$ cat src/hdl/tbp_consts.vh
// Constants for the transmit buffer command parser
`ifndef TBP_CONSTS_VH
`define TBP_CONSTS_VH

// ----------------------------------------------------------------
// Register map (byte offsets)
// ----------------------------------------------------------------
`define TBP_REG_FIFO      8'h00
`define TBP_REG_STATUS    8'h04
`define TBP_REG_TAG       8'h08
`define TBP_REG_CTRL      8'h0c

// ----------------------------------------------------------------
// First command word fields
// ----------------------------------------------------------------
`define TBP_A_IOC         31
`define TBP_A_ALIGN_HI    25
`define TBP_A_ALIGN_LO    24
`define TBP_A_OFS_HI      20
`define TBP_A_OFS_LO      16
`define TBP_A_FIRST       13
`define TBP_A_LAST        12
`define TBP_SIZE_HI       10

// ----------------------------------------------------------------
// Second command word fields
// ----------------------------------------------------------------
`define TBP_B_TAG_HI      31
`define TBP_B_TAG_LO      16
`define TBP_B_NOCRC       13
`define TBP_B_NOPAD       12

// ----------------------------------------------------------------
// Alignment codes, reset values and buffer depth
// ----------------------------------------------------------------
`define TBP_ALIGN_4       2'h0
`define TBP_ALIGN_16      2'h1
`define TBP_ALIGN_32      2'h2
`define TBP_ALIGN_RSVD    2'h3
`define TBP_STATUS_RST    32'h00000000
`define TBP_BUF_DEPTH     2

`endif

$ cat src/hdl/tbp_parser.v
// Transmit buffer command parser with AXI4-Lite access
//
// The implementer's own choices: the AXI4-Lite interface to the registers and the register offsets.
`include "tbp_consts.vh"

// What this block does
// - Offset field sets skipped leading bytes
// - First and last segment flags delimit packets
// - Size and alignment give trailing pad DWORDs
// - Sum buffer sizes, error on mismatch
// - Packet tag copied into the TAG register and mac_tag
// - Second word bit 13 disables FCS unless bit 12 is set
// - Bit 12 disables padding, FCS kept
// - Supplied bytes differ from length: error
// - Two command words precede buffer data
// - Upper offset bits skip whole DWORDs
// - Alignment codes 4, 16, 32 bytes
// - Low offset bits select first lane
// - Differing second words raise error
// - Interrupt bit raises buffer-loaded flag
module tbp_parser (
  // Clock and reset
  input  wire        aclk,
  input  wire        aresetn,
  // AXI4-Lite write address
  input  wire [7:0]  s_axi_awaddr,
  input  wire        s_axi_awvalid,
  output reg         s_axi_awready,
  // AXI4-Lite write data
  input  wire [31:0] s_axi_wdata,
  input  wire [3:0]  s_axi_wstrb,
  input  wire        s_axi_wvalid,
  output reg         s_axi_wready,
  // AXI4-Lite write response
  output reg  [1:0]  s_axi_bresp,
  output reg         s_axi_bvalid,
  input  wire        s_axi_bready,
  // AXI4-Lite read address
  input  wire [7:0]  s_axi_araddr,
  input  wire        s_axi_arvalid,
  output reg         s_axi_arready,
  // AXI4-Lite read data
  output reg  [31:0] s_axi_rdata,
  output reg  [1:0]  s_axi_rresp,
  output reg         s_axi_rvalid,
  input  wire        s_axi_rready,
  // Payload stream to the MAC
  output wire        mac_valid,
  input  wire        mac_ready,
  output wire [7:0]  mac_data,
  output wire        mac_last,
  // Per-packet controls to the MAC
  output reg         mac_no_fcs,
  output reg         mac_no_pad,
  output reg  [15:0] mac_tag,
  // Events
  output reg         transmit_error_flag,
  output reg         buffer_loaded_flag
);

  // ----------------------------------------------------------------
  // Parser states
  // ----------------------------------------------------------------
  localparam ST_CMDA = 3'h0;
  localparam ST_CMDB = 3'h1;
  localparam ST_SKIP = 3'h2;
  localparam ST_DATA = 3'h3;
  localparam ST_PAD  = 3'h4;

  function [4:0] pad_dwords;
    input [1:0]  align;
    input [10:0] size;
    input [1:0]  lane;
    reg   [12:0] used;
    reg   [2:0]  amask;
    begin
      used  = ({2'h0, size} + {11'h000, lane} + 13'h0003) >> 2;
      amask = (align == `TBP_ALIGN_16) ? 3'h3 : (align == `TBP_ALIGN_32) ? 3'h7 : 3'h0;
      pad_dwords = {2'h0, (~used[2:0] + 3'h1) & amask};
    end
  endfunction

  reg  [2:0]  state_r;
  reg  [31:0] cmda_r;
  reg  [31:0] pktb_r;
  reg         in_pkt_r;
  reg  [11:0] sum_r;
  reg  [2:0]  skip_r;
  reg  [4:0]  pad_r;
  reg  [10:0] left_r;
  reg  [31:0] word_r;
  reg  [1:0]  lane_r;
  reg         unpack_r;
  reg  [31:0] status_r;
  reg  [15:0] last_tag_r;
  reg         err_sticky_r;
  reg         done_sticky_r;
  reg  [7:0]  awaddr_r;
  reg         aw_have_r;
  reg  [31:0] wdata_r;
  reg         w_have_r;
  reg         fifo_stall;

  wire        buf_ready;
  // A first segment, or one after a finished packet, restarts the size sum
  wire [11:0] sum_nxt = (cmda_r[`TBP_A_FIRST] || !in_pkt_r) ? {1'b0, cmda_r[`TBP_SIZE_HI:0]} :
                        sum_r + {1'b0, cmda_r[`TBP_SIZE_HI:0]};
  wire        last_byte = (left_r == 11'h001);
  wire        at_dword_end = (lane_r == 2'h3) || last_byte;

  // ----------------------------------------------------------------
  // AXI4-Lite write path; data words to the FIFO register feed the parser
  // ----------------------------------------------------------------
  wire [7:0] aw_idx = {2'h0, awaddr_r[7:2]};
  wire wr_go = aw_have_r && w_have_r && !s_axi_bvalid && !fifo_stall;
  wire word_in = wr_go && (aw_idx == `TBP_REG_FIFO >> 2);

  always @* begin
    fifo_stall = (aw_idx == `TBP_REG_FIFO >> 2) && unpack_r;
  end

  always @(posedge aclk) begin
    if (!aresetn) begin
      s_axi_awready <= 1'b1;
      s_axi_wready  <= 1'b1;
      s_axi_bvalid  <= 1'b0;
      s_axi_bresp   <= 2'h0;
      aw_have_r     <= 1'b0;
      w_have_r      <= 1'b0;
      awaddr_r      <= 8'h00;
      wdata_r       <= 32'h00000000;
    end else begin
      if (s_axi_awvalid && s_axi_awready) begin
        awaddr_r      <= s_axi_awaddr;
        aw_have_r     <= 1'b1;
        s_axi_awready <= 1'b0;
      end
      if (s_axi_wvalid && s_axi_wready) begin
        wdata_r      <= s_axi_wdata;
        w_have_r     <= 1'b1;
        s_axi_wready <= 1'b0;
      end
      if (wr_go) begin
        aw_have_r    <= 1'b0;
        w_have_r     <= 1'b0;
        s_axi_bvalid <= 1'b1;
        s_axi_bresp  <= (aw_idx == `TBP_REG_FIFO >> 2 ||
                         aw_idx == `TBP_REG_CTRL >> 2) ? 2'h0 : 2'h2;
      end
      if (s_axi_bvalid && s_axi_bready) begin
        s_axi_bvalid  <= 1'b0;
        s_axi_awready <= 1'b1;
        s_axi_wready  <= 1'b1;
      end
    end
  end

  // ----------------------------------------------------------------
  // AXI4-Lite read path
  // ----------------------------------------------------------------
  always @(posedge aclk) begin
    if (!aresetn) begin
      s_axi_arready <= 1'b1;
      s_axi_rvalid  <= 1'b0;
      s_axi_rdata   <= 32'h00000000;
      s_axi_rresp   <= 2'h0;
    end else if (s_axi_arvalid && s_axi_arready) begin
      s_axi_arready <= 1'b0;
      s_axi_rvalid  <= 1'b1;
      s_axi_rresp   <= 2'h0;
      case ({2'h0, s_axi_araddr[7:2]})
        `TBP_REG_STATUS >> 2: s_axi_rdata <= status_r;
        `TBP_REG_TAG >> 2:    s_axi_rdata <= {last_tag_r, 16'h0000};
        `TBP_REG_CTRL >> 2:   s_axi_rdata <= 32'h00000000;
        default: begin
          s_axi_rdata <= 32'h00000000;
          s_axi_rresp <= 2'h2;
        end
      endcase
    end else if (s_axi_rvalid && s_axi_rready) begin
      s_axi_rvalid  <= 1'b0;
      s_axi_arready <= 1'b1;
    end
  end

  // Status: bit 0 error sticky, bit 1 buffer loaded sticky; write 1 to CTRL clears
  wire ctrl_wr = wr_go && (aw_idx == `TBP_REG_CTRL >> 2) && s_axi_wstrb[0];
  wire err_evt;
  wire done_evt;

  always @(posedge aclk) begin
    if (!aresetn) begin
      status_r <= `TBP_STATUS_RST;
    end else begin
      status_r <= {30'h0, done_sticky_r, err_sticky_r};
    end
  end

  // ----------------------------------------------------------------
  // Command parser and payload unpacker
  // ----------------------------------------------------------------
  wire byte_go = unpack_r && buf_ready;
  reg  [7:0] byte_sel;

  always @* begin
    case (lane_r)
      2'h0:    byte_sel = word_r[7:0];
      2'h1:    byte_sel = word_r[15:8];
      2'h2:    byte_sel = word_r[23:16];
      default: byte_sel = word_r[31:24];
    endcase
  end

  // Mismatch of declared and supplied bytes is caught at the last segment
  assign err_evt = (state_r == ST_CMDB && word_in &&
                    ((in_pkt_r && wdata_r != pktb_r) ||
                     (cmda_r[`TBP_A_ALIGN_HI:`TBP_A_ALIGN_LO] == `TBP_ALIGN_RSVD) ||
                     (cmda_r[`TBP_A_LAST] &&
                      sum_nxt != {1'b0, wdata_r[`TBP_SIZE_HI:0]})));
  assign done_evt = byte_go && last_byte && cmda_r[`TBP_A_IOC];

  always @(posedge aclk) begin
    if (!aresetn) begin
      err_sticky_r  <= 1'b0;
      done_sticky_r <= 1'b0;
      transmit_error_flag <= 1'b0;
      buffer_loaded_flag  <= 1'b0;
    end else begin
      transmit_error_flag <= err_evt;
      buffer_loaded_flag  <= done_evt;
      // Set wins over a clear in the same cycle
      err_sticky_r  <= err_evt  | (err_sticky_r  & ~(ctrl_wr & wdata_r[0]));
      done_sticky_r <= done_evt | (done_sticky_r & ~(ctrl_wr & wdata_r[1]));
    end
  end

  always @(posedge aclk) begin
    if (!aresetn) begin
      state_r    <= ST_CMDA;
      cmda_r     <= 32'h00000000;
      pktb_r     <= 32'h00000000;
      in_pkt_r   <= 1'b0;
      sum_r      <= 12'h000;
      skip_r     <= 3'h0;
      pad_r      <= 5'h00;
      left_r     <= 11'h000;
      word_r     <= 32'h00000000;
      lane_r     <= 2'h0;
      unpack_r   <= 1'b0;
      mac_no_fcs <= 1'b0;
      mac_no_pad <= 1'b0;
      mac_tag    <= 16'h0000;
      last_tag_r <= 16'h0000;
    end else begin
      if (byte_go) begin
        left_r <= left_r - 11'h001;
        lane_r <= lane_r + 2'h1;
        if (at_dword_end) begin
          unpack_r <= 1'b0;
        end
        if (last_byte) begin
          state_r <= (pad_r == 5'h00) ? ST_CMDA : ST_PAD;
        end
      end
      case (state_r)
        ST_CMDA: begin
          if (word_in) begin
            cmda_r  <= wdata_r;
            state_r <= ST_CMDB;
          end
        end
        ST_CMDB: begin
          if (word_in) begin
            if (cmda_r[`TBP_A_FIRST] || !in_pkt_r) begin
              pktb_r <= wdata_r;
              sum_r  <= {1'b0, cmda_r[`TBP_SIZE_HI:0]};
            end else begin
              sum_r  <= sum_nxt;
            end
            in_pkt_r   <= !cmda_r[`TBP_A_LAST];
            mac_tag    <= wdata_r[`TBP_B_TAG_HI:`TBP_B_TAG_LO];
            last_tag_r <= wdata_r[`TBP_B_TAG_HI:`TBP_B_TAG_LO];
            mac_no_fcs <= wdata_r[`TBP_B_NOCRC] & ~wdata_r[`TBP_B_NOPAD];
            mac_no_pad <= wdata_r[`TBP_B_NOPAD];
            skip_r  <= cmda_r[`TBP_A_OFS_HI:`TBP_A_OFS_LO + 2];
            lane_r  <= cmda_r[`TBP_A_OFS_LO + 1:`TBP_A_OFS_LO];
            left_r  <= cmda_r[`TBP_SIZE_HI:0];
            pad_r   <= pad_dwords(cmda_r[`TBP_A_ALIGN_HI:`TBP_A_ALIGN_LO],
                                  cmda_r[`TBP_SIZE_HI:0],
                                  cmda_r[`TBP_A_OFS_LO + 1:`TBP_A_OFS_LO]);
            if (cmda_r[`TBP_A_OFS_HI:`TBP_A_OFS_LO + 2] != 3'h0) begin
              state_r <= ST_SKIP;
            end else if (cmda_r[`TBP_SIZE_HI:0] != 11'h000) begin
              state_r <= ST_DATA;
            end else begin
              state_r <= ST_CMDA;
            end
          end
        end
        ST_SKIP: begin
          if (word_in) begin
            skip_r <= skip_r - 3'h1;
            if (skip_r == 3'h1) begin
              state_r <= (left_r != 11'h000) ? ST_DATA : ST_CMDA;
            end
          end
        end
        ST_DATA: begin
          if (word_in) begin
            word_r   <= wdata_r;
            unpack_r <= 1'b1;
          end
        end
        ST_PAD: begin
          if (word_in) begin
            pad_r <= pad_r - 5'h01;
            if (pad_r == 5'h01) begin
              state_r <= ST_CMDA;
            end
          end
        end
        default: state_r <= ST_CMDA;
      endcase
    end
  end

  // A new data word is held off by the FIFO-register stall while unpacking
  tbp_skid_buf u_buf (
    .aclk      (aclk),
    .aresetn   (aresetn),
    .in_valid  (unpack_r),
    .in_ready  (buf_ready),
    .in_data   (byte_sel),
    .in_last   (last_byte & cmda_r[`TBP_A_LAST]),
    .out_valid (mac_valid),
    .out_ready (mac_ready),
    .out_data  (mac_data),
    .out_last  (mac_last)
  );

endmodule

$ cat src/hdl/tbp_skid_buf.v
// Two-entry valid/ready buffer for the payload byte stream
module tbp_skid_buf (
  // Clock and reset
  input  wire        aclk,
  input  wire        aresetn,
  // Filling side
  input  wire        in_valid,
  output wire        in_ready,
  input  wire [7:0]  in_data,
  input  wire        in_last,
  // Draining side
  output reg         out_valid,
  input  wire        out_ready,
  output reg  [7:0]  out_data,
  output reg         out_last
);

  reg  [8:0] slot_r;
  reg        slot_full_r;

  // Ready depends only on the spare slot, so no combinational path back
  assign in_ready = ~slot_full_r;

  always @(posedge aclk) begin
    if (!aresetn) begin
      out_valid   <= 1'b0;
      out_data    <= 8'h00;
      out_last    <= 1'b0;
      slot_r      <= 9'h000;
      slot_full_r <= 1'b0;
    end else begin
      if (!out_valid || out_ready) begin
        if (slot_full_r) begin
          out_valid   <= 1'b1;
          {out_last, out_data} <= slot_r;
          slot_full_r <= 1'b0;
        end else begin
          out_valid <= in_valid;
          out_data  <= in_data;
          out_last  <= in_last;
        end
      end else if (in_valid && !slot_full_r) begin
        slot_r      <= {in_last, in_data};
        slot_full_r <= 1'b1;
      end
    end
  end

endmodule

$ cat config.mk
export PLATFORM = sky130hd
export DESIGN_NAME = tbp_parser
export DESIGN_NICKNAME = d
export VERILOG_FILES = /design/src/hdl/tbp_parser.v /design/src/hdl/tbp_skid_buf.v
export VERILOG_INCLUDE_DIRS = /design/src /design/src/hdl
export SDC_FILE = /design/constraint.sdc
export NUM_CORES = 1
export LEC_CHECK = 0
export BUFFER_PORTS_ARGS = -buffer_cell sky130_fd_sc_hd__buf_4
export CAP_MARGIN = 20
export CORE_MARGIN = 1
export CORE_UTILIZATION = 55
export DETAILED_ROUTE_END_ITERATION = 8
export PLACE_DENSITY_LB_ADDON = 0.2
export SLEW_MARGIN = 20
export SYNTH_ARGS = -nofsm -noshare
export SYNTH_HDL_FRONTEND = slang
export SYNTH_HIERARCHICAL = 1
export SYNTH_SLANG_ARGS = --single-unit
export TNS_END_PERCENT = 1
$ cat constraint.sdc
create_clock -name aclk -period 3.7 [get_ports aclk]
set_input_delay 0.74 -clock aclk [delete_from_list [all_inputs] [get_ports aclk]]
set_output_delay 0.74 -clock aclk [all_outputs]
set_load 0.03 [all_outputs]
# After elaboration in Yosys (flattened, before gate mapping)
# Cells that the tools add are included.
# totals
out_inout_bits	71
reg_bits	291
word_cells	180
input_bits	60
# classes
n_eq_ne	22
n_bitwise	16
reduce_logical	53
addsub	8
n_mux	44
# ops
operator	n
32-bit one-hot mux with 2 select lines	1
3-bit two-way mux	13
11-bit two-way mux	3
32-bit != test	1
12-bit two-way mux	2
8-bit one-hot mux with 3 select lines	1
11-bit nonzero test	2
1-bit logical AND	20
6-bit by 2-bit == test with 1-bit output (second input constant)	3
2-bit two-way mux	8
3-bit one-hot mux with 5 select lines	1
12-bit by 11-bit adder with 12-bit output	1
12-bit by 11-bit != test with 1-bit output	1
11-bit by 1-bit == test with 1-bit output (second input constant)	1
11-bit by 1-bit subtractor with 11-bit output (second input constant)	1
1-bit two-way mux	10
5-bit two-way mux	2
5-bit one-hot mux with 2 select lines	1
3-bit AND reduction	3
2-bit == test (second input constant)	4
8-bit logical NOT	1
8-bit two-way mux	1
2-bit AND reduction	4
1-bit bitwise AND	6
27 further kinds	52

# Logic depth before layout (Yosys ltp)
# Gate-level depths: netlist of the first run.
# logic_depth
word_depth	10
ltp_mapped	11
depth_no_buf	11

# Modules after synthesis
# The synthesis of the first run kept the hierarchy.
# by_module_without_submodules
module	cells_each	area_per_inst_um2	seq_area_each_um2	n_inst
tbp_parser	1212	9904.5	4244.1	1
tbp_skid_buf	89	904.6	400.4	1

# Worst setup path after synthesis of the first run
# Ideal clock, no wire load.
# synth_timing
path_kind	register to register
start	register cmda_r[0]
end	register err_sticky_r
setup_ps	145
n_path_buf	0
t_required_ps	3555
path_stages_with_launch	10
arrival_ps	2529
path_slack_ps	1026
synth_period_minus_slack_ps	2674
cell_sequence	dfxtp_1 ha_1 fa_1 a21o_1 a221oi_1 o21ai_0 xor2_1 mux2i_1 xor2_1 a41oi_1
# synth_between
elab_chain_len	7
# synth_lines
item	line	source
start: declaration	tbp_parser.v:84	reg [31:0] cmda_r;
start signal: assignment	tbp_parser.v:268	cmda_r <= wdata_r;
12-bit by 11-bit adder with 12-bit output	tbp_parser.v:107	sum_r + {1'b0, cmda_r[`TBP_SIZE_HI:0]};
12-bit two-way mux *	tbp_parser.v:106	wire [11:0] sum_nxt = (cmda_r[`TBP_A_FIRST] || !in_pkt_r) ? {1'b0, cmda_r[`TBP_SIZE_HI:0]} :
12-bit by 11-bit != test with 1-bit output *	tbp_parser.v:219	sum_nxt != {1'b0, wdata_r[`TBP_SIZE_HI:0]})));
1-bit logical AND *	tbp_parser.v:218	(cmda_r[`TBP_A_LAST] &&
1-bit logical OR *	tbp_parser.v:216	((in_pkt_r && wdata_r != pktb_r) ||
1-bit logical AND *	tbp_parser.v:215	assign err_evt = (state_r == ST_CMDB && word_in &&
1-bit OR *	tbp_parser.v:232	err_sticky_r <= err_evt | (err_sticky_r & ~(ctrl_wr & wdata_r[0]));
end signal: assignment	tbp_parser.v:232	
end: declaration	tbp_parser.v:96	reg err_sticky_r;
# Mark *: on every way between the ends. The rest lies on a longest branch, timed or not.
# A chain may end at the register's enable or synchronous reset.

# Final worst setup path of the first run
# layout_timing
start	register cmda_r[1]
end	register err_sticky_r
# Same word-level chain as after synthesis.

==> results.md, run 1 <==
Global routing:
- The via count of the first global-routing pass is a little over 8,000.
- The global-route wire length before repair is 42.4 mm.
- After global routing the overflow that remains totals 0.
- The global routing met2 resource utilization is 0.414.
- The layer with the highest usage after global routing is met2.
- The met1 layer usage reported by global route is 0.372.
- For this run, the total global-route usage over all layers was measured as 0.263.
- For this run, global-route usage on met3 was measured as 0.0414.
- Entering global routing, the biggest net connects 73 pins.
- The number of antenna violations at the first check in global routing is 0.

Placement:
- Port buffering added ~110 buffers.
- Once placement completed, the tool counted placed cells totaling roughly 1,600.
- The total half-perimeter wirelength after legalization and detailed placement is 17.7 mm.
- The weighted congestion at the end of routability-driven global placement is roughly 0.87.
- The post-placement cell area is 11,600 um2.

CTS:
- At the later pin of the worst-skew pair, clock insertion delay measures approximately 500 ps.
- The number of buffers inserted during clock tree synthesis is 25.
- The total number of H-tree levels is 1.
- TritonCTS built the clock tree.
- The clock passes through at most 3 buffers.
- The clock drives between 200 and 250 sinks.
- The clock transition at the registers of the reported paths is 60 ps.
- The number of resized instances in the post-cts repair step is 0.
- After clock tree synthesis, the flow added hold-fix buffers numbering 0.
- The number of buffers added for setup after CTS is 0.
- The cell at the root of the clock tree is sky130_fd_sc_hd__clkbuf_16.

STA:
- Setup violations remaining at the end of the flow were counted as 0.
- Dividing the final minimum period by the clock period gives 0.770.
- The smallest clock period supported by the final layout is computed as 2850 ps.
- The count of endpoints failing hold in the final timing report is 0.
- The worst slew margin relative to its limit is 0.470.
- The timing-limited maximum frequency is about 350 MHz.
- Setup repair after global routing left no endpoint under its margin.
- At the pin with the least slew margin, the transition time is slightly below 800 ps.
- For the final routed database, the setup TNS stands at 0 ps.
- The clock skew is between 7 and 8 ps.
- The final number of max-transition violations is 0.

Yosys:
- The share of cell area taken by muxes after synthesis is 0.0512.
- After synthesis, the largest family of logic cells by area is simple AND/OR/NAND/NOR gates.
- The share of synthesized area in the top cell type comes to 0.430.
- sky130_fd_sc_hd__dfxtp_1 takes more of the synthesized area than any other cell.
- In the synthesized netlist the dominant register cell turns out to be sky130_fd_sc_hd__dfxtp_1.
- The number of cells produced by synthesis is approximately 1,300.
- The number of synthesized register bits is around 230.
- The average instance in the mapped netlist occupies just over 8 um2.
- The area fraction in compound gates after synthesis was 0.154.
- The Yosys step of the flow raised 6 warnings.
- Counting flops with a built-in enable in the synthesized netlist gives 0.
- The async set-reset flop share out of synthesis is 0.
- The adder-cell area share of the yosys netlist is 0.0338.
- The count of distinct cell types in the synthesized netlist is between 60 and 70.
- The post-synthesis share of cell area spent on and, or, nand and nor gates is 0.207.
- By area the synthesized netlist is led by sky130_fd_sc_hd__dfxtp_1 43%, sky130_fd_sc_hd__nand2_1 10%, sky130_fd_sc_hd__a21oi_1 7.1%.
- In this run the cell area of the synthesized design comes to 10,800 um2.
- By count the netlist is led by 296 x sky130_fd_sc_hd__nand2_1, 232 x sky130_fd_sc_hd__dfxtp_1, 153 x sky130_fd_sc_hd__a21oi_1.
- The most common cell in the netlist is sky130_fd_sc_hd__nand2_1.
- Of the total synthesized cell area, the portion taken by XOR and XNOR cells is 0.0612.
- The sequential-to-total area share from yosys stat is 0.430.

Power:
- Of the total power, registers draw 0.482.
- The share of total power dissipated in combinational logic is 0.057.
- The design internal power is about 4.1 mW.
- Power spread over the standard cell area amounts to 432 nW/um2.
- The highest ir drop seen on vdd is approximately 530 uV.
- Of the total power, the clock network draws 0.461.
- In this run the static leakage power is 4.95 nW.
- Summed over all nets, the switching power comes to approximately 1.2 mW.
- Of the total power, the share spent switching nets is 0.231.

Floorplan:
- The row count is 50.
- Measured along the x axis, the die boundary spans 142 um.
- The core footprint is roughly 19,000 um2.
- In this run the count of I/O pins placed on the die edge is roughly 130.
- The die outline height is about 140 um.
- The die covers a little over 20,000 um2.
- The starting utilization of the core area is 0.570.

Detailed routing:
- The number of antenna-violating nets in the routed design is 0.
- The total via count after detailed routing is between 9,000 and 10,000.
- The first TritonRoute pass finished after 6 iterations.
- The detailed-route wire length is roughly 26 mm.
- After detailed routing, the average wire length per cell comes to roughly 16 um.
- After detailed routing, the number of vias per cell comes to between 5 and 6.
- After the first detailed-routing iteration, the DRC count stood at between 500 and 600.
- For this run, design rule violations remaining after detail routing come to 0.

Cells and area:
- The area used by sequential logic in the layout is about 4600 um2.
- The share of cells above drive strength 1 is 0.147.
- The final standard cell count with taps included and fillers excluded is about 1,600.
- The final layout contains approximately 1,400 nets.
- With fillers left out, the area of the finished cells amounts to ~12,000 um2.
- The number of antenna diodes in the final layout is 0.
- The utilization of the core after routing is 0.656.
- Relative to the synthesized area, the layout overhead comes to 15.0%.
- In the final layout, the multi-input gates occupy between 5000 and 6000 um2.
- The filler cells instantiated in the layout total approximately 1,700.

Critical path:
- The largest fanout on the critical path is 7.
- The delay of the slowest critical-path stage is around 580 ps.
- The type of the setup path with the least slack is reg -> reg.
- The endpoint class of the critical path is a flip-flop.
- The slowest stage of the critical path belongs to the cell sky130_fd_sc_hd__a211oi_1.
- Among the stages of the critical path, the cell type that occurs most often is sky130_fd_sc_hd__a211oi_1.
- STA classifies the critical path startpoint as a flip-flop.
- The critical path goes through ha_1, a211oi_1, o21ai_0, mux2i_1, o221ai_1, a211oi_1, a31o_2, a41oi_1.
- The required time at the endpoint of the critical path is between 4000 and 5000 ps.
- At the worst endpoint, the arrival time is 3220 ps.

Status:
- The run finished with clean final reports.

Run:
- Max-cap violations in this run came to 0.

Min path:
- The tightest min-delay check is of the in -> reg type.
power groups by stage:
stage                     Sequential [mW]  Combinational (mW)  Clock, mW
final                                2.59               0.306       2.48
after global routing                 2.59               0.336       2.61
after CTS                            2.59               0.306       2.52
after detailed placement             2.64               0.305          0
after global placement               2.64               0.301          0
after floorplan                      2.62               0.217          0
placed cells by master, fill, tap and decap left out, types with 3 or more instances in the layout:
cell                         count
sky130_fd_sc_hd__a222oi_1        8
sky130_fd_sc_hd__xor2_1         46
sky130_fd_sc_hd__conb_1         16
sky130_fd_sc_hd__nand3b_1        5
sky130_fd_sc_hd__a22oi_1        19
sky130_fd_sc_hd__clkbuf_16      25
sky130_fd_sc_hd__clkinvlp_4      3
sky130_fd_sc_hd__mux2i_1        53
sky130_fd_sc_hd__ha_1           26
sky130_fd_sc_hd__nor2_1        100
sky130_fd_sc_hd__clkbuf_1        5
sky130_fd_sc_hd__o211ai_1        5
sky130_fd_sc_hd__nor2b_1         3
sky130_fd_sc_hd__buf_4         127
sky130_fd_sc_hd__clkinv_2        6
sky130_fd_sc_hd__a211oi_2       12
sky130_fd_sc_hd__o21a_1          3
sky130_fd_sc_hd__dfxtp_1       232
sky130_fd_sc_hd__nand3_1        14
sky130_fd_sc_hd__nand2b_1        8
sky130_fd_sc_hd__or2_2           3
sky130_fd_sc_hd__nor4_1         17
sky130_fd_sc_hd__a21oi_1       153
sky130_fd_sc_hd__nor3_1         13
sky130_fd_sc_hd__and2_1          4
sky130_fd_sc_hd__nand2_1       295
sky130_fd_sc_hd__nand4_1         8
sky130_fd_sc_hd__nor3b_1        14
sky130_fd_sc_hd__a311oi_1        4
sky130_fd_sc_hd__bufinv_16       3
sky130_fd_sc_hd__a211oi_1       16
sky130_fd_sc_hd__inv_1          31
sky130_fd_sc_hd__o21ai_0        22
sky130_fd_sc_hd__a21o_1          4
sky130_fd_sc_hd__xnor2_1        27
through the flow:
stage | worst slack [ps] | hold slack, ps | power (mW)
4_1_cts | 904 | 420 | 5.41
5_1_grt | 621 | 452 | 5.54
6_report | 852 | 439 | 5.38
3_5_place_dp | 939 | 444 | 2.95
3_3_place_gp | 910 | 438 | 2.94
2_1_floorplan | 1030 | 404 | 2.84
final timing paths:
check	cells past startpoint	slack [ps]	from	end
max	8	850	cmda_r[1]	err_sticky_r
min	2	440	s_axi_wvalid	s_axi_wready
max reg2reg	8	850	cmda_r[1]	err_sticky_r
min reg2reg	2	450	mac_no_fcs	mac_no_fcs
worst max-delay path, delay by kind of cell, from the launching register on:
family                     cells  cell delay, ps
AOI/OAI and AO/OA              6            1680
adders and majority gates      1             310
muxes                          1             210
DFF                            1             500
layout make-up:
| type | count | area share |
|---|---|---|
| clock buffers | 32 | 0.0540 |
| clock inverters | 12 | 0.0115 |
| multi-input cells | 941 | 0.446 |
| flip-flops and latches | 232 | 0.374 |
| repair buffers | 128 | 0.0783 |
| well taps | 260 | 0.0262 |
| inverters | 32 | 0.0101 |
cell families (layout without fill, tap and decap cells):
kind of cell / count (synthesis) / after routing
xor+xnor: 74 / 74
compound gates: 265 / 265
other cells: 1 / 16
simple gates: 503 / 503
fa+ha+maj: 28 / 28
buf+inv: 143 / 204
mux: 55 / 55
flops: 232 / 232
registers in the layout (all words and copies together) (netlist names), 2 cells and up:
| register | flops |
|---|---|
| pad_r | 5 |
| u_buf/out_data | 8 |
| word_r | 32 |
| s_axi_rdata | 18 |
| awaddr_r | 6 |
| sum_r | 12 |
| cmda_r | 21 |
| left_r | 11 |
| pktb_r | 32 |
| wdata_r | 32 |
| u_buf/slot_r | 9 |
| last_tag_r | 16 |
| lane_r | 2 |
| skip_r | 3 |
| status_r | 2 |
| state_r | 3 |
layer usage:
layer,vias up,wire length [um]
li1,4494,-
met1,4225,12400
met4,0,585
met3,36,1590
met2,260,11800
met5,-,0
Power figures use the tool's default switching activity.
==> run 2: changes to the inputs <==
Clock period 3.7 ns to 2.75 ns, I/O delays scaled along.
==> run 2 against run 1 <==
Against the previous run:
- final cell count is 2.0% higher
- non-clock buffer count is 32 higher
- combinational power is 48% higher
- sequential cell count stayed put
- power is 34% higher
- worst setup slack worse by 720 ps
- wire length is 2.8% higher
- global-route usage is 0.80 points higher
- first-iteration DRC count is 19% higher
==> results.md, run 2 (synthesis gave the netlist of run 1 again) <==
Cells and area:
- The area growth from synthesis to layout is 17.6%.
- The post-layout net count is 1,480 (+2.2%).
- The antenna diode count came to 0 (unchanged).
- The final standard cell count with taps included and fillers excluded was 1,669 (+2.0%).
- The number of filler instances in the final layout is 1,608 (-2.7%).
- In the layout the commonest cells are 296 x sky130_fd_sc_hd__nand2_1, 231 x sky130_fd_sc_hd__dfxtp_1, 156 x sky130_fd_sc_hd__buf_4.
- The most frequent standard cell in the layout excluding fill and tap cells is sky130_fd_sc_hd__nand2_1.
- The largest registers in the layout are pktb_r x32, wdata_r x32, word_r x32.
- The area used by sequential logic in the layout is 4650 um2 (about the same).
- The utilization of the core after routing is 0.671 (+0.0147).
- The share of cells above drive strength 1 was 0.167 (+0.0201).
- The area of combinational cells with multiple inputs was 5560 um2 (+0.14%).

Critical path:
- The sort of element at the start of the critical path is a flip-flop.
- The delay of the slowest critical-path stage is 660 ps (+80 ps).
- The endpoint class of the critical path is a flip-flop.
- The critical path goes through or4_4, or4_4, nor4b_4, buf_4, nand3b_1, a21oi_1.
- The required time at the endpoint of the critical path came to 3200 ps (-870 ps).
- The worst setup path is of the reg -> reg kind.
- The worst reg2reg path depth is 6 (-2).
- The most numerous cell on the critical path is sky130_fd_sc_hd__or4_4.
- The endpoint arrival time on the critical path is 3070 ps (-150 ps).
- The critical-path cell with the highest stage delay is sky130_fd_sc_hd__or4_4.
- The largest fanout on the critical path is 12 (+5).

Global routing:
- The largest net degree at the start of global routing is 81 (+11%).
- The overflow left after global routing is 0 (unchanged).
- The global-route wire length before repair is 43.2 mm (+1.9%).
- The aggregate global-route resource usage is 0.271 (+0.00797).
- The number of antenna violations at the first check in global routing is 0 (unchanged).
- The via count of the first global-routing pass is 8,353 (+1.2%).

Run:
- The number of max-cap violations is 0 (unchanged).

CTS:
- The total number of H-tree levels came to 1 (unchanged).
- The CTS sink count is 232 (unchanged).
- The worst-skew pair later-pin latency is 520 ps (about the same).
- The maximum clock path buffer count is 3 (unchanged).
- The number of buffers inserted during clock tree synthesis is 25 (unchanged).
- The clock transition at the registers of the reported paths is 60 ps (about the same).
- The hold-fix buffer count after cts is 0 (unchanged).
- The cell at the root of the clock tree is sky130_fd_sc_hd__clkbuf_16.
- TritonCTS built the clock tree.

Status:
- The run finished with clean final reports.

Detailed routing:
- The average detailed-routed wire length per instance is 16.2 um (+0.82%).
- The total iterations of the first detailed-routing run is 6 (unchanged).
- The iteration-0 DRC count of the detailed router was 663 (+19%).
- The total via count after detailed routing is 9,225 (+2.3%).
- The via count normalized by instance count is 5.53 (+0.37%).
- The number of antenna-violating nets in the routed design came to 0 (unchanged).
- The detailed-route wire length was 27.1 mm (+2.8%).
- The number of remaining DRC errors is 0 (unchanged).

STA:
- The number of endpoints failing setup at the final stage was 0 (unchanged).
- The transition time at the pin with the least slew margin was 736 ps (-58.2 ps).
- The count of endpoints failing hold in the final timing report was 0 (unchanged).
- The worst hold margin is 224 ps (-215 ps).
- The timing-limited maximum frequency is 381 MHz (+8.6%).
- Setup repair after global routing left no endpoint under its margin.
- The final number of max-transition violations is 0 (unchanged).
- The shortest clock period the worst path allows after layout was 2620 ps (-226 ps).
- The worst slew margin relative to its limit came to 0.508 (+0.0387).
- The final-layout setup total negative slack was 0 ps (unchanged).
- The clock skew is 17.1 ps (+9.38 ps).
- The final cycle utilization of the critical path was 0.953 (+0.184).

Floorplan:
- The die outline height is 142 um (unchanged).
- The starting utilization of the core area is 0.570 (unchanged).
- The floorplan die width is 142 um (unchanged).
- The number of ports placed on the die boundary is 131 (unchanged).
- The core footprint is 19,000 um2 (unchanged).
- The row count is 50 (unchanged).
- The die footprint is 20,200 um2 (unchanged).

Min path:
- The tightest min-delay check is of the in -> reg type.
- The hold path depth is 2 (unchanged).

Placement:
- The number of cells after detailed placement is 1,625 (+2.0%).
- The weighted congestion at the end of routability-driven global placement came to 0.926 (+6.6%).
- The total half-perimeter wirelength after legalization and detailed placement is 18.5 mm (+4.4%).
- The port buffer count is 107 (unchanged).

Power:
- The areal power density over the cells is 567 nW/um2 (+31%).
- The highest ir drop seen on vdd is 597 uV (+12%).
- The leakage power total is 5.11 nW (+3.2%).
[run 2: where the power goes]
group	switching [mW]	internal, mW
sequential	0.0646	3.41
combinational	0.277	0.175
clock	1.34	1.95
[run 2: final cells by class]
type                    instances  share of cell area
multi-input cells             941               0.437
repair buffers                160              0.0984
clock inverters                10             0.00925
flip-flops and latches        232               0.365
well taps                     260              0.0256
inverters                      32             0.00984
clock buffers                  34              0.0542
[run 2: routing by layer]
metal,global-route usage,routed length [um],vias up
met5,0,0,-
met4,0.0894,782,0
met3,0.0390,1840,49
met2,0.434,12300,318
met1,0.374,12200,4312
li1,-,-,4546
[run 2: through the flow]
step	area [um2]	power (mW)	setup slack (ps)
2_1_floorplan	10900	3.82	75.7
3_3_place_gp	11900	3.99	135
3_5_place_dp	11900	3.99	140
4_1_cts	12700	7.26	112
5_1_grt	12700	7.45	30.8
6_report	12700	7.21	128
[run 2: final timing paths]
path	from	slack (ps)	endpoint
worst max register to register	awaddr_r[7]	130	mac_no_fcs
worst min register to register	word_r[28]	450	word_r[28]
worst max-delay path	awaddr_r[7]	130	mac_no_fcs
worst min-delay path	s_axi_wvalid	220	s_axi_wready
[run 2: worst max-delay path: cells and delay by family (launching register included)]
| family | cells | cell delay, ps |
|---|---|---|
| buffers and inverters | 1 | 280 |
| AO/OA/AOI/OAI | 1 | 210 |
| flip-flops | 1 | 310 |
| AND/OR/NAND/NOR | 4 | 1740 |
[run 2: repair_timing]
item	in CTS	in global routing
gates resized for setup	0	4
setup endpoints to repair	0	3
setup buffers	0	0
endpoints found under the hold margin	0	0
==> run 3: changes to the inputs <==
Settings changed: ABC_AREA set to 1, REMOVE_ABC_BUFFERS set to 1.
==> run 3 against run 2 <==
Against the previous run:
- count of clock-buffer cells in the layout is the same
- register-to-register slack improved by 110 ps
- die area fell by 1.3%
- clock skew increased by 1.8 ps
- hold slack better by 68 ps
==> results.md, run 3 <==
Status:
- The run finished with clean final reports.

Floorplan:
- The row count is 50 (unchanged).
- The number of ports placed on the die boundary came to 131 (unchanged).
- The floorplan die width is 141 um (-0.65%).
- The die outline height came to 141 um (-0.65%).
- The starting utilization of the core area is 0.566 (-0.00379).
- The core footprint is 18,800 um2 (-0.66%).
- The die footprint is 20,000 um2 (-1.3%).

Cells and area:
- The share of cells above drive strength 1 was 0.127 (-0.0406).
- The area of combinational cells with multiple inputs is 4960 um2 (-11%).
- The most frequent standard cell in the layout excluding fill and tap cells is sky130_fd_sc_hd__dfxtp_1.
- The antenna diode count is 0 (unchanged).
- The number of filler instances in the final layout came to 1,655 (+2.9%).
- The post-layout net count is 1,593 (+7.6%).
- In the layout the commonest cells are 232 x sky130_fd_sc_hd__dfxtp_1, 199 x sky130_fd_sc_hd__nand2_1, 161 x sky130_fd_sc_hd__a21oi_1.
- The area used by sequential logic in the layout was 4640 um2 (about the same).
- The area growth from synthesis to final layout is 16.8%.
- The utilization of the core after routing is 0.662 (-0.00910).
- The final standard cell count with taps included and fillers excluded is 1,781 (+6.7%).
- In the final layout, the registers with the most flip-flops are pktb_r x32, wdata_r x32, word_r x32.

Critical path:
- The signal on the critical path passes through inv_1, ha_1, a21oi_1, inv_1, fa_1, xor2_1, ha_1, xnor2_1, xor2_1, nand3_1, a21oi_1.
- The delay of the slowest critical-path stage is 430 ps (-230 ps).
- The required time at the endpoint of the critical path came to 3200 ps (about the same).
- The largest fanout on the critical path is 5 (-7).
- STA classifies the critical path endpoint as a flip-flop.
- The type of the setup path with the least slack is reg -> reg.
- The endpoint arrival time on the critical path was 2960 ps (-110 ps).
- The source of the worst register-to-register timing path is cmda_r[1].
- The sort of element at the start of the critical path is a flip-flop.
- The critical path starts at cmda_r[1].
- The critical-path cell with the highest stage delay is sky130_fd_sc_hd__dfxtp_1.

Power:
- The final total power came to 7.59 mW (+5.2%).
- The areal power density over the cells is 609 nW/um2 (+7.3%).
- The leakage power total is 5.37 nW (+5.1%).
- The highest ir drop seen on vdd is 408 uV (-32%).

STA:
- The transition time at the pin with the least slew margin was 800 ps (+64.8 ps).
- The worst slew margin relative to its limit is 0.461 (-0.0469).
- The final number of max-transition violations is 0 (unchanged).
- The timing-limited maximum frequency is 398 MHz (+4.3%).
- The count of endpoints failing hold in the final timing report is 0 (unchanged).
- The final-layout setup total negative slack is 0 ps (unchanged).
- The shortest clock period the worst path allows after layout was 2510 ps (-107 ps).
- The final cycle utilization of the critical path is 0.914 (-0.0390).
- The clock skew is 18.9 ps (+1.84 ps).
- The number of endpoints failing setup at the final stage is 0 (unchanged).
- Setup repair after global routing left no endpoint under its margin.

Detailed routing:
- The total via count after detailed routing was 9,546 (+3.5%).
- The average detailed-routed wire length per instance is 14.7 um (-9.7%).
- The total iterations of the first detailed-routing run came to 5 (-1).
- The via count normalized by instance count is 5.36 (-3.0%).
- The number of remaining DRC errors is 0 (unchanged).
- The detailed-route wire length is 26.1 mm (-3.7%).
- The number of antenna-violating nets in the routed design was 0 (unchanged).
- The iteration-0 DRC count of the detailed router is 628 (-5.3%).

Yosys:
- The number of cells produced by synthesis is 1,421 (+9.2%).
- After synthesis, the largest family of logic cells by area is compound AO/OA/AOI/OAI gates.
- The async set-reset flop share out of synthesis is 0 (unchanged).
- The leading area contributor after synthesis is sky130_fd_sc_hd__dfxtp_1.
- The area fraction in compound gates after synthesis was 0.200 (+0.0458).
- The number of warnings reported in the yosys synthesis log is 6 (unchanged).
- The adder-cell area share of the yosys netlist is 0.0343 (+0.000452).
- By area the synthesized netlist is led by sky130_fd_sc_hd__dfxtp_1 44%, sky130_fd_sc_hd__a21oi_1 7.6%, sky130_fd_sc_hd__nand2_1 7.0%.
- The number of synthesized register bits is 232 (unchanged).
- The most used flip-flop cell after synthesis is sky130_fd_sc_hd__dfxtp_1.
- The most common cell in the netlist is sky130_fd_sc_hd__dfxtp_1.
- By count the netlist is led by 232 x sky130_fd_sc_hd__dfxtp_1, 200 x sky130_fd_sc_hd__nand2_1, 161 x sky130_fd_sc_hd__a21oi_1.
- The share of cell area taken by muxes after synthesis came to 0 (-0.0512).
- The post-synthesis share of cell area spent on and, or, nand and nor gates is 0.190 (-0.0176).
- The summed instance area of the synthesized netlist came to 10,700 um2 (-1.3%).
- The proportion of netlist area held by the largest area contributor is 0.435 (+0.00575).
- The average cell area after synthesis came to 7.51 um2 (-9.7%).
- The count of flip-flops with a built-in enable after synthesis came to 0 (unchanged).
- The xor-xnor portion of the synthesized cell area was 0.0353 (-0.0259).
- The count of distinct cell types in the synthesized netlist came to 45 (-31%).
- The sequential-to-total area share from yosys stat is 0.435 (+0.00575).

Min path:
- The startpoint of the lowest-slack hold path is s_axi_awaddr[6].
- The tightest min-delay check is of the in -> reg type.

CTS:
- The number of resized instances in the post-cts repair step is 0 (unchanged).
- The clock transition at the registers of the reported paths came to 60 ps (about the same).
- The number of buffers inserted during clock tree synthesis is 25 (unchanged).
- The hold-fix buffer count after cts is 0 (unchanged).
- The total number of H-tree levels is 1 (unchanged).
- The maximum clock path buffer count is 3 (unchanged).
- The worst-skew pair later-pin latency was 520 ps (about the same).
- The CTS sink count was 232 (unchanged).
- The clock tree from TritonCTS is yes.
- The number of buffers added for setup after CTS is 0 (unchanged).
- The cell sitting at the root of the clock tree is a sky130_fd_sc_hd__clkbuf_16.

Placement:
- The number of cells after detailed placement is 1,738 (+7.0%).
- The weighted congestion at the end of routability-driven global placement is 0.926 (about the same).
- The port buffer count is 107 (unchanged).
- The total half-perimeter wirelength after legalization and detailed placement came to 18.1 mm (-2.2%).

Global routing:
- The largest net degree at the start of global routing is 192 (+140%).
- The global-route wire length before repair is 42.7 mm (-1.2%).
- The aggregate global-route resource usage came to 0.263 (-0.00743).
- The number of antenna violations at the first check in global routing is 0 (unchanged).
- The overflow left after global routing was 0 (unchanged).
- The via count of the first global-routing pass came to 8,748 (+4.7%).

Run:
- The number of max-cap violations is 0 (unchanged).
[run 3: cell count changes in the layout (fill, tap and decap cells not counted), sizes merged, moves of 15 or more]
cell	before	now
inv	33	169
xor2	46	27
o22ai	1	20
o21ai	22	190
nand2	297	202
mux2i	53	0
buf	160	130
nor3b	15	0
a22oi	19	1
nand3	14	96
[run 3: cells by family (layout without fill, tap and decap cells)]
logic type,count (synthesis),count (layout)
other,1,16
flip-flops,232,232
XOR/XNOR,43,43
AO/OA/AOI/OAI,405,405
adder cells (fa/ha/maj),28,28
buffers and inverters,256,341
AND/OR/NAND/NOR,456,456
[run 3: metal layers]
layer / wire length [um] / track usage / vias up
met4: 698 / 0.0801 / 0
met3: 1290 / 0.0371 / 59
met2: 12000 / 0.425 / 235
li1: - / - / 4852
met1: 12200 / 0.365 / 4400
met5: 0 / 0 / -
[run 3: critical path, delay by kind of cell, from the launching register on]
family | cells | cell delay (ps)
buffers and inverters | 2 | 200
AND/OR/NAND/NOR | 1 | 90
adder cells (fa/ha/maj) | 3 | 890
AO/OA/AOI/OAI | 2 | 330
flip-flops | 1 | 430
XOR/XNOR | 3 | 490
[run 3: worst paths after layout]
kind            endpoint  slack, ps  cells past startpoint
max             pad_r[2]        240                     11
min          awaddr_r[6]        290                      3
max reg2reg     pad_r[2]        240                     11
min reg2reg  status_r[0]        430                      2
[run 3: cell type report]
class | count | share of cell area
Sequential cell | 232 | 0.373
Clock buffer | 34 | 0.0553
Tap cell | 260 | 0.0261
Timing Repair Buffer | 130 | 0.0844
Inverter | 168 | 0.0510
Multi-Input combinational cell | 948 | 0.398
Clock inverter | 9 | 0.0126
[run 3: power breakdown]
part	total [mW]	internal, mW	switching [mW]
sequential	3.53	3.45	0.0874
clock	3.46	2.13	1.33
combinational	0.594	0.219	0.375
total	7.59	5.79	1.79
[run 3: per-stage QoR]
step / hold WS (ps) / worst slack [ps] / instance area, um2
detailed placement: 418 / 263 / 11600
floorplan: 398 / 303 / 10200
global route: 306 / 13.2 / 12500
finish: 292 / 235 / 12500
CTS: 286 / 243 / 12500
global placement: 417 / 346 / 11600
